--- src/logic/electrode_fault_pkg.sv ---
// package: offsets, field positions and carrier types of the electrode fault status block
`default_nettype none
package electrode_fault_pkg;
  localparam logic [7:0] CONN_STATUS_ADDR = 8'h1d;
  localparam logic [7:0] DC_FLAGS_ADDR = 8'h1e;
  localparam int REG_W = 24;
  localparam logic [23:0] CONN_STATUS_RESET = 24'h000000;
  localparam logic [23:0] DC_FLAGS_RESET = 24'h000000;
  // connection status word fields
  localparam int CONN_RLD_BIT = 23;
  localparam int CONN_LA_BIT = 22;
  localparam int CONN_LL_BIT = 21;
  localparam int CONN_RA_BIT = 20;
  localparam int CONN_CE_BIT = 13;
  localparam int COR_LA_BIT = 12;
  localparam int COR_LL_BIT = 11;
  localparam int COR_RA_BIT = 10;
  // dc range flag fields
  localparam int OVR_RLD_BIT = 23;
  localparam int OVR_LA_BIT = 22;
  localparam int OVR_LL_BIT = 21;
  localparam int OVR_RA_BIT = 20;
  localparam int OVR_CE_BIT = 13;
  localparam int UND_RLD_BIT = 12;
  localparam int UND_LA_BIT = 11;
  localparam int UND_LL_BIT = 10;
  localparam int UND_RA_BIT = 9;
  localparam int UND_CE_BIT = 2;
  // per-electrode fault vector: order rld, la, ll, ra, ce
  typedef struct packed {
    logic right_leg_drive_electrode;
    logic la;
    logic ll;
    logic ra;
    logic ce;
  } electrode_vec_type;
  // per-channel converter out-of-range: la, ll, ra
  typedef struct packed {
    logic la;
    logic ll;
    logic ra;
  } channel_vec_type;
  // register read command from the serial port
  typedef struct packed {
    logic valid;
    logic [7:0] addr;
  } read_cmd_type;
endpackage : electrode_fault_pkg
`default_nettype wire

--- src/logic/electrode_fault_status.sv ---
// electrode connection status and dc range flag registers
// Operation
// - single enabled method drives connection status bits
// - both enabled: limb status bits 23..20 carry only ac
// - dc register holds comparator range flags, not dc_fault_i
// - common electrode status from dc only
// - status bits 23,22,21,20,13; 1=disconnected
// - conversion out-of-range flags bits 12,11,10
// - sticky OR, cleared on frame buffer load
// - overrange flags at 23..20,13 above 2.4V
// - underrange flags at 12..9,2 below 0.2V
// - dc flags straight from comparators
// - dc register read only by command
// - status register at 0x1d, resets zero
`timescale 1ns/1ps
`default_nettype none
module electrode_fault_status
  import electrode_fault_pkg::*;
(
  input wire logic sys_clk_i,
  input wire logic arst_n_i,
  input wire logic dc_detect_en_i,
  input wire logic ac_detect_en_i,
  input wire electrode_vec_type dc_fault_i,
  input wire electrode_vec_type ac_fault_i,
  input wire channel_vec_type conv_out_of_range_i,
  input wire electrode_vec_type overrange_cmp_i,
  input wire electrode_vec_type underrange_cmp_i,
  input wire logic frame_load_i,
  input wire read_cmd_type read_cmd_i,
  input wire logic write_cmd_i,
  output logic [REG_W-1:0] frame_status_o,
  output logic [REG_W-1:0] read_data_o,
  output logic read_valid_o
);

  // pack an electrode vector and converter flags into the connection word
  function automatic logic [REG_W-1:0] pack_conn(input electrode_vec_type e, input channel_vec_type c);
    logic [REG_W-1:0] w;
    w = '0;
    w[CONN_RLD_BIT] = e.right_leg_drive_electrode;
    w[CONN_LA_BIT] = e.la;
    w[CONN_LL_BIT] = e.ll;
    w[CONN_RA_BIT] = e.ra;
    w[CONN_CE_BIT] = e.ce;
    w[COR_LA_BIT] = c.la;
    w[COR_LL_BIT] = c.ll;
    w[COR_RA_BIT] = c.ra;
    return w;
  endfunction : pack_conn

  // pack over and under comparator vectors into the dc word
  function automatic logic [REG_W-1:0] pack_dc(input electrode_vec_type o, input electrode_vec_type u);
    logic [REG_W-1:0] w;
    w = '0;
    w[OVR_RLD_BIT] = o.right_leg_drive_electrode;
    w[OVR_LA_BIT] = o.la;
    w[OVR_LL_BIT] = o.ll;
    w[OVR_RA_BIT] = o.ra;
    w[OVR_CE_BIT] = o.ce;
    w[UND_RLD_BIT] = u.right_leg_drive_electrode;
    w[UND_LA_BIT] = u.la;
    w[UND_LL_BIT] = u.ll;
    w[UND_RA_BIT] = u.ra;
    w[UND_CE_BIT] = u.ce;
    return w;
  endfunction : pack_dc

  logic [REG_W-1:0] conn_reg;
  logic [REG_W-1:0] conn_next;
  logic [REG_W-1:0] dc_reg;
  logic [REG_W-1:0] read_data_reg;
  logic read_valid_reg;
  logic [REG_W-1:0] frame_reg;
  electrode_vec_type sel_fault;
  logic [REG_W-1:0] conn_event;
  logic [REG_W-1:0] read_mux;
  logic hit_conn;
  logic hit_dc;

  // method selection: ac wins when both run; the common electrode is dc only
  assign sel_fault.right_leg_drive_electrode = ac_detect_en_i ? ac_fault_i.right_leg_drive_electrode : (dc_detect_en_i & dc_fault_i.right_leg_drive_electrode);
  assign sel_fault.la = ac_detect_en_i ? ac_fault_i.la : (dc_detect_en_i & dc_fault_i.la);
  assign sel_fault.ll = ac_detect_en_i ? ac_fault_i.ll : (dc_detect_en_i & dc_fault_i.ll);
  assign sel_fault.ra = ac_detect_en_i ? ac_fault_i.ra : (dc_detect_en_i & dc_fault_i.ra);
  assign sel_fault.ce = dc_detect_en_i & dc_fault_i.ce;
  assign conn_event = pack_conn(sel_fault, conv_out_of_range_i);

  // sticky accumulation; a fault in the load cycle starts the next frame, so none is lost
  assign conn_next = frame_load_i ? conn_event : (conn_reg | conn_event);

  // register read decode; write commands have no path into either register
  assign hit_conn = read_cmd_i.addr == CONN_STATUS_ADDR;
  assign hit_dc = read_cmd_i.addr == DC_FLAGS_ADDR;
  assign read_mux = hit_conn ? conn_reg : (hit_dc ? dc_reg : '0);

  // connection word accumulator
  always_ff @(posedge sys_clk_i or negedge arst_n_i) begin
    if (!arst_n_i) begin
      conn_reg <= CONN_STATUS_RESET;
    end else begin
      conn_reg <= conn_next;
    end
  end

  // dc flags sampled every cycle from the comparators, independent of the enables
  always_ff @(posedge sys_clk_i or negedge arst_n_i) begin
    if (!arst_n_i) begin
      dc_reg <= DC_FLAGS_RESET;
    end else begin
      dc_reg <= pack_dc(overrange_cmp_i, underrange_cmp_i);
    end
  end

  // frame snapshot: only the connection word goes out with the frame
  always_ff @(posedge sys_clk_i or negedge arst_n_i) begin
    if (!arst_n_i) begin
      frame_reg <= CONN_STATUS_RESET;
    end else if (frame_load_i) begin
      frame_reg <= conn_reg;
    end
  end

  // read answer one cycle after the command
  always_ff @(posedge sys_clk_i or negedge arst_n_i) begin
    if (!arst_n_i) begin
      read_data_reg <= '0;
      read_valid_reg <= 1'b0;
    end else begin
      read_valid_reg <= read_cmd_i.valid;
      if (read_cmd_i.valid) begin
        read_data_reg <= read_mux;
      end
    end
  end

  assign frame_status_o = frame_reg;
  assign read_data_o = read_data_reg;
  assign read_valid_o = read_valid_reg;

  // assertions
  AST_SINGLE_METHOD: assert property (@(posedge sys_clk_i) disable iff (!arst_n_i)
    (dc_detect_en_i && !ac_detect_en_i && frame_load_i) |=> conn_reg[CONN_LA_BIT] == $past(dc_fault_i.la))
    else $error("status not from dc method");
  AST_AC_ONLY: assert property (@(posedge sys_clk_i) disable iff (!arst_n_i)
    (dc_detect_en_i && ac_detect_en_i && frame_load_i) |=> conn_reg[CONN_RA_BIT] == $past(ac_fault_i.ra))
    else $error("status not from ac method");
  AST_DC_READ: assert property (@(posedge sys_clk_i) disable iff (!arst_n_i)
    (read_cmd_i.valid && hit_dc) |=> read_valid_o && read_data_o == $past(dc_reg))
    else $error("dc register read mismatch");
  AST_CE_DC_ONLY: assert property (@(posedge sys_clk_i) disable iff (!arst_n_i)
    (frame_load_i && !dc_detect_en_i) |=> !conn_reg[CONN_CE_BIT])
    else $error("common electrode status without dc");
  AST_STICKY: assert property (@(posedge sys_clk_i) disable iff (!arst_n_i)
    (conn_reg[COR_LL_BIT] && !frame_load_i) |=> conn_reg[COR_LL_BIT])
    else $error("sticky flag lost without frame load");
  AST_CLEAR: assert property (@(posedge sys_clk_i) disable iff (!arst_n_i)
    (frame_load_i && conn_event == '0) |=> conn_reg == '0 && frame_status_o == $past(conn_reg))
    else $error("frame load did not clear or snapshot");
  AST_OVER: assert property (@(posedge sys_clk_i) disable iff (!arst_n_i)
    overrange_cmp_i.ce |=> dc_reg[OVR_CE_BIT])
    else $error("overrange flag missing");
  AST_UNDER: assert property (@(posedge sys_clk_i) disable iff (!arst_n_i)
    underrange_cmp_i.ra |=> dc_reg[UND_RA_BIT])
    else $error("underrange flag missing");
  AST_CONN_READ: assert property (@(posedge sys_clk_i) disable iff (!arst_n_i)
    (read_cmd_i.valid && hit_conn) |=> read_valid_o && read_data_o == $past(conn_reg))
    else $error("status register read mismatch");
  AST_RESERVED: assert property (@(posedge sys_clk_i) disable iff (!arst_n_i)
    (conn_reg[19:14] == '0) && (conn_reg[9:0] == '0) && (dc_reg[19:14] == '0) && (dc_reg[8:3] == '0)
      && (dc_reg[1:0] == '0))
    else $error("reserved bit set");

  // dc-only mode: every limb electrode bit mirrors the dc detector
  AST_DC_ONLY_B23: assert property (@(posedge sys_clk_i) disable iff (!arst_n_i)
    (dc_detect_en_i && !ac_detect_en_i && frame_load_i) |=> conn_reg[CONN_RLD_BIT] == $past(dc_fault_i.right_leg_drive_electrode))
    else $error("bit 23 not from dc method");
  AST_DC_ONLY_B21: assert property (@(posedge sys_clk_i) disable iff (!arst_n_i)
    (dc_detect_en_i && !ac_detect_en_i && frame_load_i) |=> conn_reg[CONN_LL_BIT] == $past(dc_fault_i.ll))
    else $error("bit 21 not from dc method");
  AST_DC_ONLY_B20: assert property (@(posedge sys_clk_i) disable iff (!arst_n_i)
    (dc_detect_en_i && !ac_detect_en_i && frame_load_i) |=> conn_reg[CONN_RA_BIT] == $past(dc_fault_i.ra))
    else $error("bit 20 not from dc method");

  // ac-only mode: the limb bits follow the ac detector alone
  AST_AC_SOLO_B23: assert property (@(posedge sys_clk_i) disable iff (!arst_n_i)
    (ac_detect_en_i && !dc_detect_en_i && frame_load_i) |=> conn_reg[CONN_RLD_BIT] == $past(ac_fault_i.right_leg_drive_electrode))
    else $error("bit 23 not from ac method");
  AST_AC_SOLO_B22: assert property (@(posedge sys_clk_i) disable iff (!arst_n_i)
    (ac_detect_en_i && !dc_detect_en_i && frame_load_i) |=> conn_reg[CONN_LA_BIT] == $past(ac_fault_i.la))
    else $error("bit 22 not from ac method");
  AST_AC_SOLO_B21: assert property (@(posedge sys_clk_i) disable iff (!arst_n_i)
    (ac_detect_en_i && !dc_detect_en_i && frame_load_i) |=> conn_reg[CONN_LL_BIT] == $past(ac_fault_i.ll))
    else $error("bit 21 not from ac method");

  // both enabled: a dc-only fault on a limb would be a leak into the ac word
  AST_BOTH_B23: assert property (@(posedge sys_clk_i) disable iff (!arst_n_i)
    (dc_detect_en_i && ac_detect_en_i && frame_load_i) |=> conn_reg[CONN_RLD_BIT] == $past(ac_fault_i.right_leg_drive_electrode))
    else $error("bit 23 not ac when both run");
  AST_BOTH_B22: assert property (@(posedge sys_clk_i) disable iff (!arst_n_i)
    (dc_detect_en_i && ac_detect_en_i && frame_load_i) |=> conn_reg[CONN_LA_BIT] == $past(ac_fault_i.la))
    else $error("bit 22 not ac when both run");
  AST_BOTH_NO_DC_B21: assert property (@(posedge sys_clk_i) disable iff (!arst_n_i)
    (dc_detect_en_i && ac_detect_en_i && frame_load_i && !ac_fault_i.ll) |=> !conn_reg[CONN_LL_BIT])
    else $error("dc result leaked into bit 21");

  // common electrode follows dc whenever dc runs; ac has no converter input there
  AST_CE_FROM_DC: assert property (@(posedge sys_clk_i) disable iff (!arst_n_i)
    (frame_load_i && dc_detect_en_i) |=> conn_reg[CONN_CE_BIT] == $past(dc_fault_i.ce))
    else $error("common electrode status not from dc");

  // no method enabled: a fresh frame reports every electrode connected
  AST_NO_METHOD: assert property (@(posedge sys_clk_i) disable iff (!arst_n_i)
    (frame_load_i && !dc_detect_en_i && !ac_detect_en_i) |=> (conn_reg[23:20] == '0) && !conn_reg[CONN_CE_BIT])
    else $error("disconnect reported with no method");

  // converter range flags land on their own bit and leave with the frame
  AST_COR_B12: assert property (@(posedge sys_clk_i) disable iff (!arst_n_i)
    conv_out_of_range_i.la |=> conn_reg[COR_LA_BIT])
    else $error("range flag bit 12 missing");
  AST_COR_B11: assert property (@(posedge sys_clk_i) disable iff (!arst_n_i)
    conv_out_of_range_i.ll |=> conn_reg[COR_LL_BIT])
    else $error("range flag bit 11 missing");
  AST_COR_B10: assert property (@(posedge sys_clk_i) disable iff (!arst_n_i)
    conv_out_of_range_i.ra |=> conn_reg[COR_RA_BIT])
    else $error("range flag bit 10 missing");
  AST_COR_CLEAR: assert property (@(posedge sys_clk_i) disable iff (!arst_n_i)
    (frame_load_i && !conv_out_of_range_i.la) |=> !conn_reg[COR_LA_BIT])
    else $error("range flag survived frame load");

  // frame hand-off: the snapshot is taken once per load and then holds
  AST_SNAPSHOT: assert property (@(posedge sys_clk_i) disable iff (!arst_n_i)
    frame_load_i |=> frame_status_o == $past(conn_reg))
    else $error("frame snapshot mismatch");
  AST_STICKY_B20: assert property (@(posedge sys_clk_i) disable iff (!arst_n_i)
    (conn_reg[CONN_RA_BIT] && !frame_load_i) |=> conn_reg[CONN_RA_BIT])
    else $error("bit 20 lost without frame load");
  AST_FRAME_HOLD: assert property (@(posedge sys_clk_i) disable iff (!arst_n_i)
    !frame_load_i |=> $stable(frame_status_o))
    else $error("frame snapshot moved without load");

  // overrange flags, one per electrode
  AST_OVER_B23: assert property (@(posedge sys_clk_i) disable iff (!arst_n_i)
    overrange_cmp_i.right_leg_drive_electrode |=> dc_reg[OVR_RLD_BIT])
    else $error("overrange bit 23 missing");
  AST_OVER_B22: assert property (@(posedge sys_clk_i) disable iff (!arst_n_i)
    overrange_cmp_i.la |=> dc_reg[OVR_LA_BIT])
    else $error("overrange bit 22 missing");
  AST_OVER_B21: assert property (@(posedge sys_clk_i) disable iff (!arst_n_i)
    overrange_cmp_i.ll |=> dc_reg[OVR_LL_BIT])
    else $error("overrange bit 21 missing");
  AST_OVER_B20: assert property (@(posedge sys_clk_i) disable iff (!arst_n_i)
    overrange_cmp_i.ra |=> dc_reg[OVR_RA_BIT])
    else $error("overrange bit 20 missing");

  // underrange flags, one per electrode
  AST_UNDER_B12: assert property (@(posedge sys_clk_i) disable iff (!arst_n_i)
    underrange_cmp_i.right_leg_drive_electrode |=> dc_reg[UND_RLD_BIT])
    else $error("underrange bit 12 missing");
  AST_UNDER_B11: assert property (@(posedge sys_clk_i) disable iff (!arst_n_i)
    underrange_cmp_i.la |=> dc_reg[UND_LA_BIT])
    else $error("underrange bit 11 missing");
  AST_UNDER_B10: assert property (@(posedge sys_clk_i) disable iff (!arst_n_i)
    underrange_cmp_i.ll |=> dc_reg[UND_LL_BIT])
    else $error("underrange bit 10 missing");
  AST_UNDER_B02: assert property (@(posedge sys_clk_i) disable iff (!arst_n_i)
    underrange_cmp_i.ce |=> dc_reg[UND_CE_BIT])
    else $error("underrange bit 2 missing");

  // comparators are levels, not latches: a dropped input clears its flag
  AST_OVER_FOLLOWS: assert property (@(posedge sys_clk_i) disable iff (!arst_n_i)
    !overrange_cmp_i.la |=> !dc_reg[OVR_LA_BIT])
    else $error("overrange flag held after comparator dropped");
  AST_UNDER_FOLLOWS: assert property (@(posedge sys_clk_i) disable iff (!arst_n_i)
    !underrange_cmp_i.ll |=> !dc_reg[UND_LL_BIT])
    else $error("underrange flag held after comparator dropped");

  // read port: unmapped places answer zero, and the answer holds between reads
  AST_UNMAPPED_ZERO: assert property (@(posedge sys_clk_i) disable iff (!arst_n_i)
    (read_cmd_i.valid && !hit_conn && !hit_dc) |=> read_valid_o && (read_data_o == '0))
    else $error("unmapped read not zero");
  AST_NO_STRAY_VALID: assert property (@(posedge sys_clk_i) disable iff (!arst_n_i)
    !read_cmd_i.valid |=> !read_valid_o)
    else $error("read answer without command");
  AST_READ_HOLD: assert property (@(posedge sys_clk_i) disable iff (!arst_n_i)
    !read_cmd_i.valid |=> $stable(read_data_o))
    else $error("read data moved without command");

  // reserved fields stay clear in every word the host can see
  AST_READ_RESERVED: assert property (@(posedge sys_clk_i) disable iff (!arst_n_i)
    (read_data_o[19:14] == '0) && (read_data_o[1:0] == '0))
    else $error("reserved bit set in read answer");
  AST_FRAME_NO_DC: assert property (@(posedge sys_clk_i) disable iff (!arst_n_i)
    (frame_status_o[19:14] == '0) && (frame_status_o[9:0] == '0))
    else $error("dc flag found in frame word");

  COV_BOTH_EN: cover property (@(posedge sys_clk_i) disable iff (!arst_n_i)
    dc_detect_en_i && ac_detect_en_i && ac_fault_i.la);
  COV_FRAME_LOAD: cover property (@(posedge sys_clk_i) disable iff (!arst_n_i)
    conn_reg != '0 ##1 frame_load_i);
  COV_DC_READ: cover property (@(posedge sys_clk_i) disable iff (!arst_n_i)
    read_cmd_i.valid && hit_dc && dc_reg != '0);
  COV_WRITE_IGNORED: cover property (@(posedge sys_clk_i) disable iff (!arst_n_i)
    write_cmd_i && read_cmd_i.valid);
  COV_UNMAPPED_READ: cover property (@(posedge sys_clk_i) disable iff (!arst_n_i)
    read_cmd_i.valid && !hit_conn && !hit_dc);

endmodule : electrode_fault_status
`default_nettype wire

--- config.mk ---
export PLATFORM = sky130hd
export DESIGN_NAME = electrode_fault_status
export DESIGN_NICKNAME = d
export VERILOG_FILES = /design/src/logic/electrode_fault_pkg.sv /design/src/logic/electrode_fault_status.sv
export SDC_FILE = /design/constraint.sdc
export NUM_CORES = 1
export LEC_CHECK = 0
export BUFFER_PORTS_ARGS = -buffer_cell sky130_fd_sc_hd__buf_4
export CAP_MARGIN = 20
export CORE_AREA = 2 2 61 75
export CTS_BUF_LIST = sky130_fd_sc_hd__clkbuf_8 sky130_fd_sc_hd__clkbuf_16
export CTS_CLUSTER_SIZE = 16
export DETAILED_ROUTE_END_ITERATION = 16
export DIE_AREA = 0 0 63 77
export GPL_TIMING_DRIVEN = 0
export PLACE_DENSITY = 0.84
export SLEW_MARGIN = 20
export SYNTH_ARGS = -nofsm -noshare
export SYNTH_HDL_FRONTEND = slang
export SYNTH_SLANG_ARGS = --single-unit
--- constraint.sdc ---
create_clock -name sys_clk_i -period 0.8 [get_ports sys_clk_i]
set_input_delay 0.08 -clock sys_clk_i [delete_from_list [all_inputs] [get_ports sys_clk_i]]
set_output_delay 0.08 -clock sys_clk_i [all_outputs]
set_load 0.05 [all_outputs]
# Word level (Yosys, flattened, before mapping)
# Cells that the tools add are included.
# op_classes
mux	7
eq_ne	2
n_bitwise	6
# ops
op	n
24-bit two-way mux	3
24-bit OR	1
8-bit by 5-bit == test with 1-bit output, second input constant	2
1-bit AND	5
1-bit two-way mux	4
# word_totals
inputBits	38
regBits	83
elab_cells	20

# Logic depth before layout (Yosys ltp)
# depth
depth_word	4
ltp_mapped	4
ltp_nobuf	3

# Worst setup path after synthesis
# No wires, ideal clock.
# synth_path
path_type	register to register
from	register frame_status_o[10] (netlist name)
to	register frame_reg[10] (netlist: frame_status_o[10])
path_buffers	0
path_slack_ps	-188
synth_period_minus_slack_ps	988
path_stages_with_launch	2
required_ps	675
setup_ps	125
t_arrival_ps	863
cell_sequence	dfrtp_1 -> mux2_2
# synth_lines
item	line_no	rtl
end signal: assignment	electrode_fault_status.sv:120	frame_reg <= conn_reg;
end: declaration	electrode_fault_status.sv:74	logic [REG_W-1:0] frame_reg;

# Final worst setup path
# layout_path
from	register read_data_reg[22] (netlist: read_data_o[22])
to	output port read_data_o[22]
# layout_lines
item	line_no	rtl
start: declaration	electrode_fault_status.sv:72	logic [REG_W-1:0] read_data_reg;
start signal: assignment	electrode_fault_status.sv:132	read_data_reg <= read_mux;
end: declaration	electrode_fault_status.sv:33	output logic [REG_W-1:0] read_data_o,
# No word-level cell between the ends.

==> results.py <==
metrics = {
    "run_status": {
        "status": "complete, but fails checks",
        "violations": "negative setup slack",
    },
    "worst_setup_path": {
        "r2r_start": "frame_status_o[23]",
        "max_stage_delay_ns": 0.42,
        "cpLargestDelayFamily": "flip-flops",
        "worstSetupPathType": "reg -> out",
        "cp_num_buf_inv": 1,
        "endpoint_kind": "output pin",
        "cp_data_required_time_ns": 0.72,
        "cp_data_arrival_time_ns": 0.87,
        "critPathSlowestCell": "dfrtp_2",
        "crit_path_start": "read_data_o[22]",
        "worstPathMaxFanout": 2,
        "crit_path_start_kind": "register",
        "cp_cell_sequence": "buf_6",
    },
    "sta": {
        "report.final.hold_viol_count": 0,
        "fin_ws_ns": -0.148,
        "rsz0062_at_grt": "yes",
        "whs_ns": 0.0206,
        "setup-violations-final": 24,
        "fmax_mhz": 1060,
        "drv_slew": 0,
        "fin_worst_skew_ns": 0.00807,
        "min_period_ns": 0.948,
        "finalSetupTns_ns": -2.61,
        "min_period_over_period": 1.18,
    },
    "run": {
        "cap_viol_max_count": 0,
    },
    "logic_synthesis": {
        "synth_top_area_share": 0.579,
        "ys_ff_latch": 37,
        "ys_top_cells_by_area": "dfrtp_1 (58%), buf_4 (15%), mux2_2 (5.6%), a22oi_1 (4.7%), o22ai_1 (3.5%)",
        "postSynthCellCount": 133,
        "yosysSeqAreaShare": 0.579,
        "ys_warn_count": 0,
        "ys_types": 20,
        "syn_area_per_cell_um2": 12.0,
        "synthesis.area_um2": 1600,
        "yosys.area.top_type": "dfrtp_1",
    },
    "final_layout": {
        "mostFrequentLayoutCell": "buf_4",
        "fill_cells": 334,
        "layoutNonFillerInstCount": 298,
        "syn2layout_area_growth_pct": 64.4,
        "drive_above_1_share": 0.554,
        "final_cell_mix": "buf_4 (69), conb_1 (30), dfrtp_1 (19)",
        "finalNetCount": 279,
        "fin_area_um2": 2630,
        "final_util": 0.636,
        "diodes": 0,
    },
    "placed_design": {
        "dp.cells": 272,
        "io_buffer_count": 54,
        "gp_congestion": 0.720,
        "placed_area_um2": 2200,
        "dp_hpwl_mm": 2.34,
        "place_ws_ns": -0.136,
    },
    "routing": {
        "viasPerCell": 4.20,
        "drtPass1Iterations": 4,
        "routedWlPerCell_um": 11.8,
        "num_vias": 1253,
        "drt-total-wl_mm": 3.50,
        "drc": 0,
        "drt-initial-drc-count": 15,
        "postRouteAntennaNets": 0,
    },
    "die": {
        "die_area_um2": 4850,
        "rows": 26,
        "num_io_pins": 87,
        "coreArea_um2": 4130,
        "fp.dieH_um": 77,
        "start_util": 0.387,
        "die_w_um": 63,
    },
    "power_and_ir_drop": {
        "p_leak_nw": 1.29,
        "power.density_nw_per_um2": 1990,
        "max-vdd-ir-drop_mv": 1.70,
        "power_mw": 5.23,
    },
    "clocking": {
        "numCtsBuffers": 5,
        "cts.sinks": 37,
        "cts_max_level": 2,
        "clk_path_buf_depth": 2,
        "root_buffer": "clkbuf_8",
        "clock_latency_ns": 0.29,
        "clk_pin_slew_worst_paths_ns": 0.08,
        "cts_tree": "yes",
    },
    "hold_path": {
        "min-delay-start": "ac_fault_i[3]",
        "hold_class": "in -> reg",
    },
    "global_route": {
        "grt_pass1_wl_mm": 5.74,
        "grt_pass1_vias": 1235,
        "antenna_found_initial": 0,
        "grt_max_degree": 38,
        "grt.total_usage": 0.155,
        "grt_overflow": 0,
    },
}
## logic make-up (layout without fill, tap and decap cells)
| group | after synthesis | count (layout) | synth area share |
|---|---|---|---|
| flops | 37 | 37 | 0.579 |
| other cells | 1 | 30 | 0.00235 |
| simple gates | 10 | 10 | 0.0407 |
| compound gates | 29 | 29 | 0.133 |
| buf+inv | 48 | 128 | 0.188 |
| mux | 8 | 8 | 0.0564 |
## timing repair
item	in CTS	in global routing
endpoints found under the setup margin	20	33
buffers inserted	1	2
pin swaps	1	0
hold buffers	15	0
resized for setup	20	9
hold endpoints to repair	51	0
## report_power, final
| group | total (mW) | internal [mW] | switching [mW] |
|---|---|---|---|
| sequential | 2.09 | 2.00 | 0.0890 |
| clock | 1.88 | 1.24 | 0.647 |
| combinational | 1.26 | 0.517 | 0.741 |
## path summary, 6_finish.rpt
path	end	slack (ns)	depth (start not counted)
min in group asynchronous	conn_reg[22]	0.27	2
max in group asynchronous	read_data_o[21]	0.18	2
worst max-delay path	read_data_o[22]	-0.15	1
worst min register to register	conn_reg[12]	0.51	1
worst max register to register	frame_status_o[23]	-0.09	2
worst min-delay path	conn_reg[22]	0.02	2
## area by class of cell
cell class | count | area [µm²] | area share
sequential | 37 | 948 | 0.361
timing repair buffer | 72 | 653 | 0.249
multi-input combinational | 77 | 520 | 0.198
buffer | 34 | 248 | 0.0943
tap | 56 | 70.1 | 0.0267
clock buffer | 5 | 68.8 | 0.0262
clock inverter | 3 | 65.1 | 0.0248
inverter | 14 | 52.6 | 0.0200
## synth_stat cells
cell type,count
a22oi_2,1
a221o_1,1
nand2_1,3
a21o_1,3
nor2b_1,3
dfrtp_1,37
and4b_1,1
o21ai_0,3
o22ai_1,9
nor2_1,2
mux2_2,8
clkbuf_2,1
o22ai_2,1
buf_4,31
a22o_1,1
buf_2,2
a22oi_1,10
conb_1,1
inv_1,14
nand3_4,1
## metal layers
layer / vias up / part of all wire / GRT usage
met4: 0 / 0.011 / 0.0689
met5: - / 0 / 0
met1: 594 / 0.36 / 0.162
li1: 603 / - / -
met2: 52 / 0.56 / 0.276
met3: 4 / 0.073 / 0.0528
(Power assumes the default switching activity.)
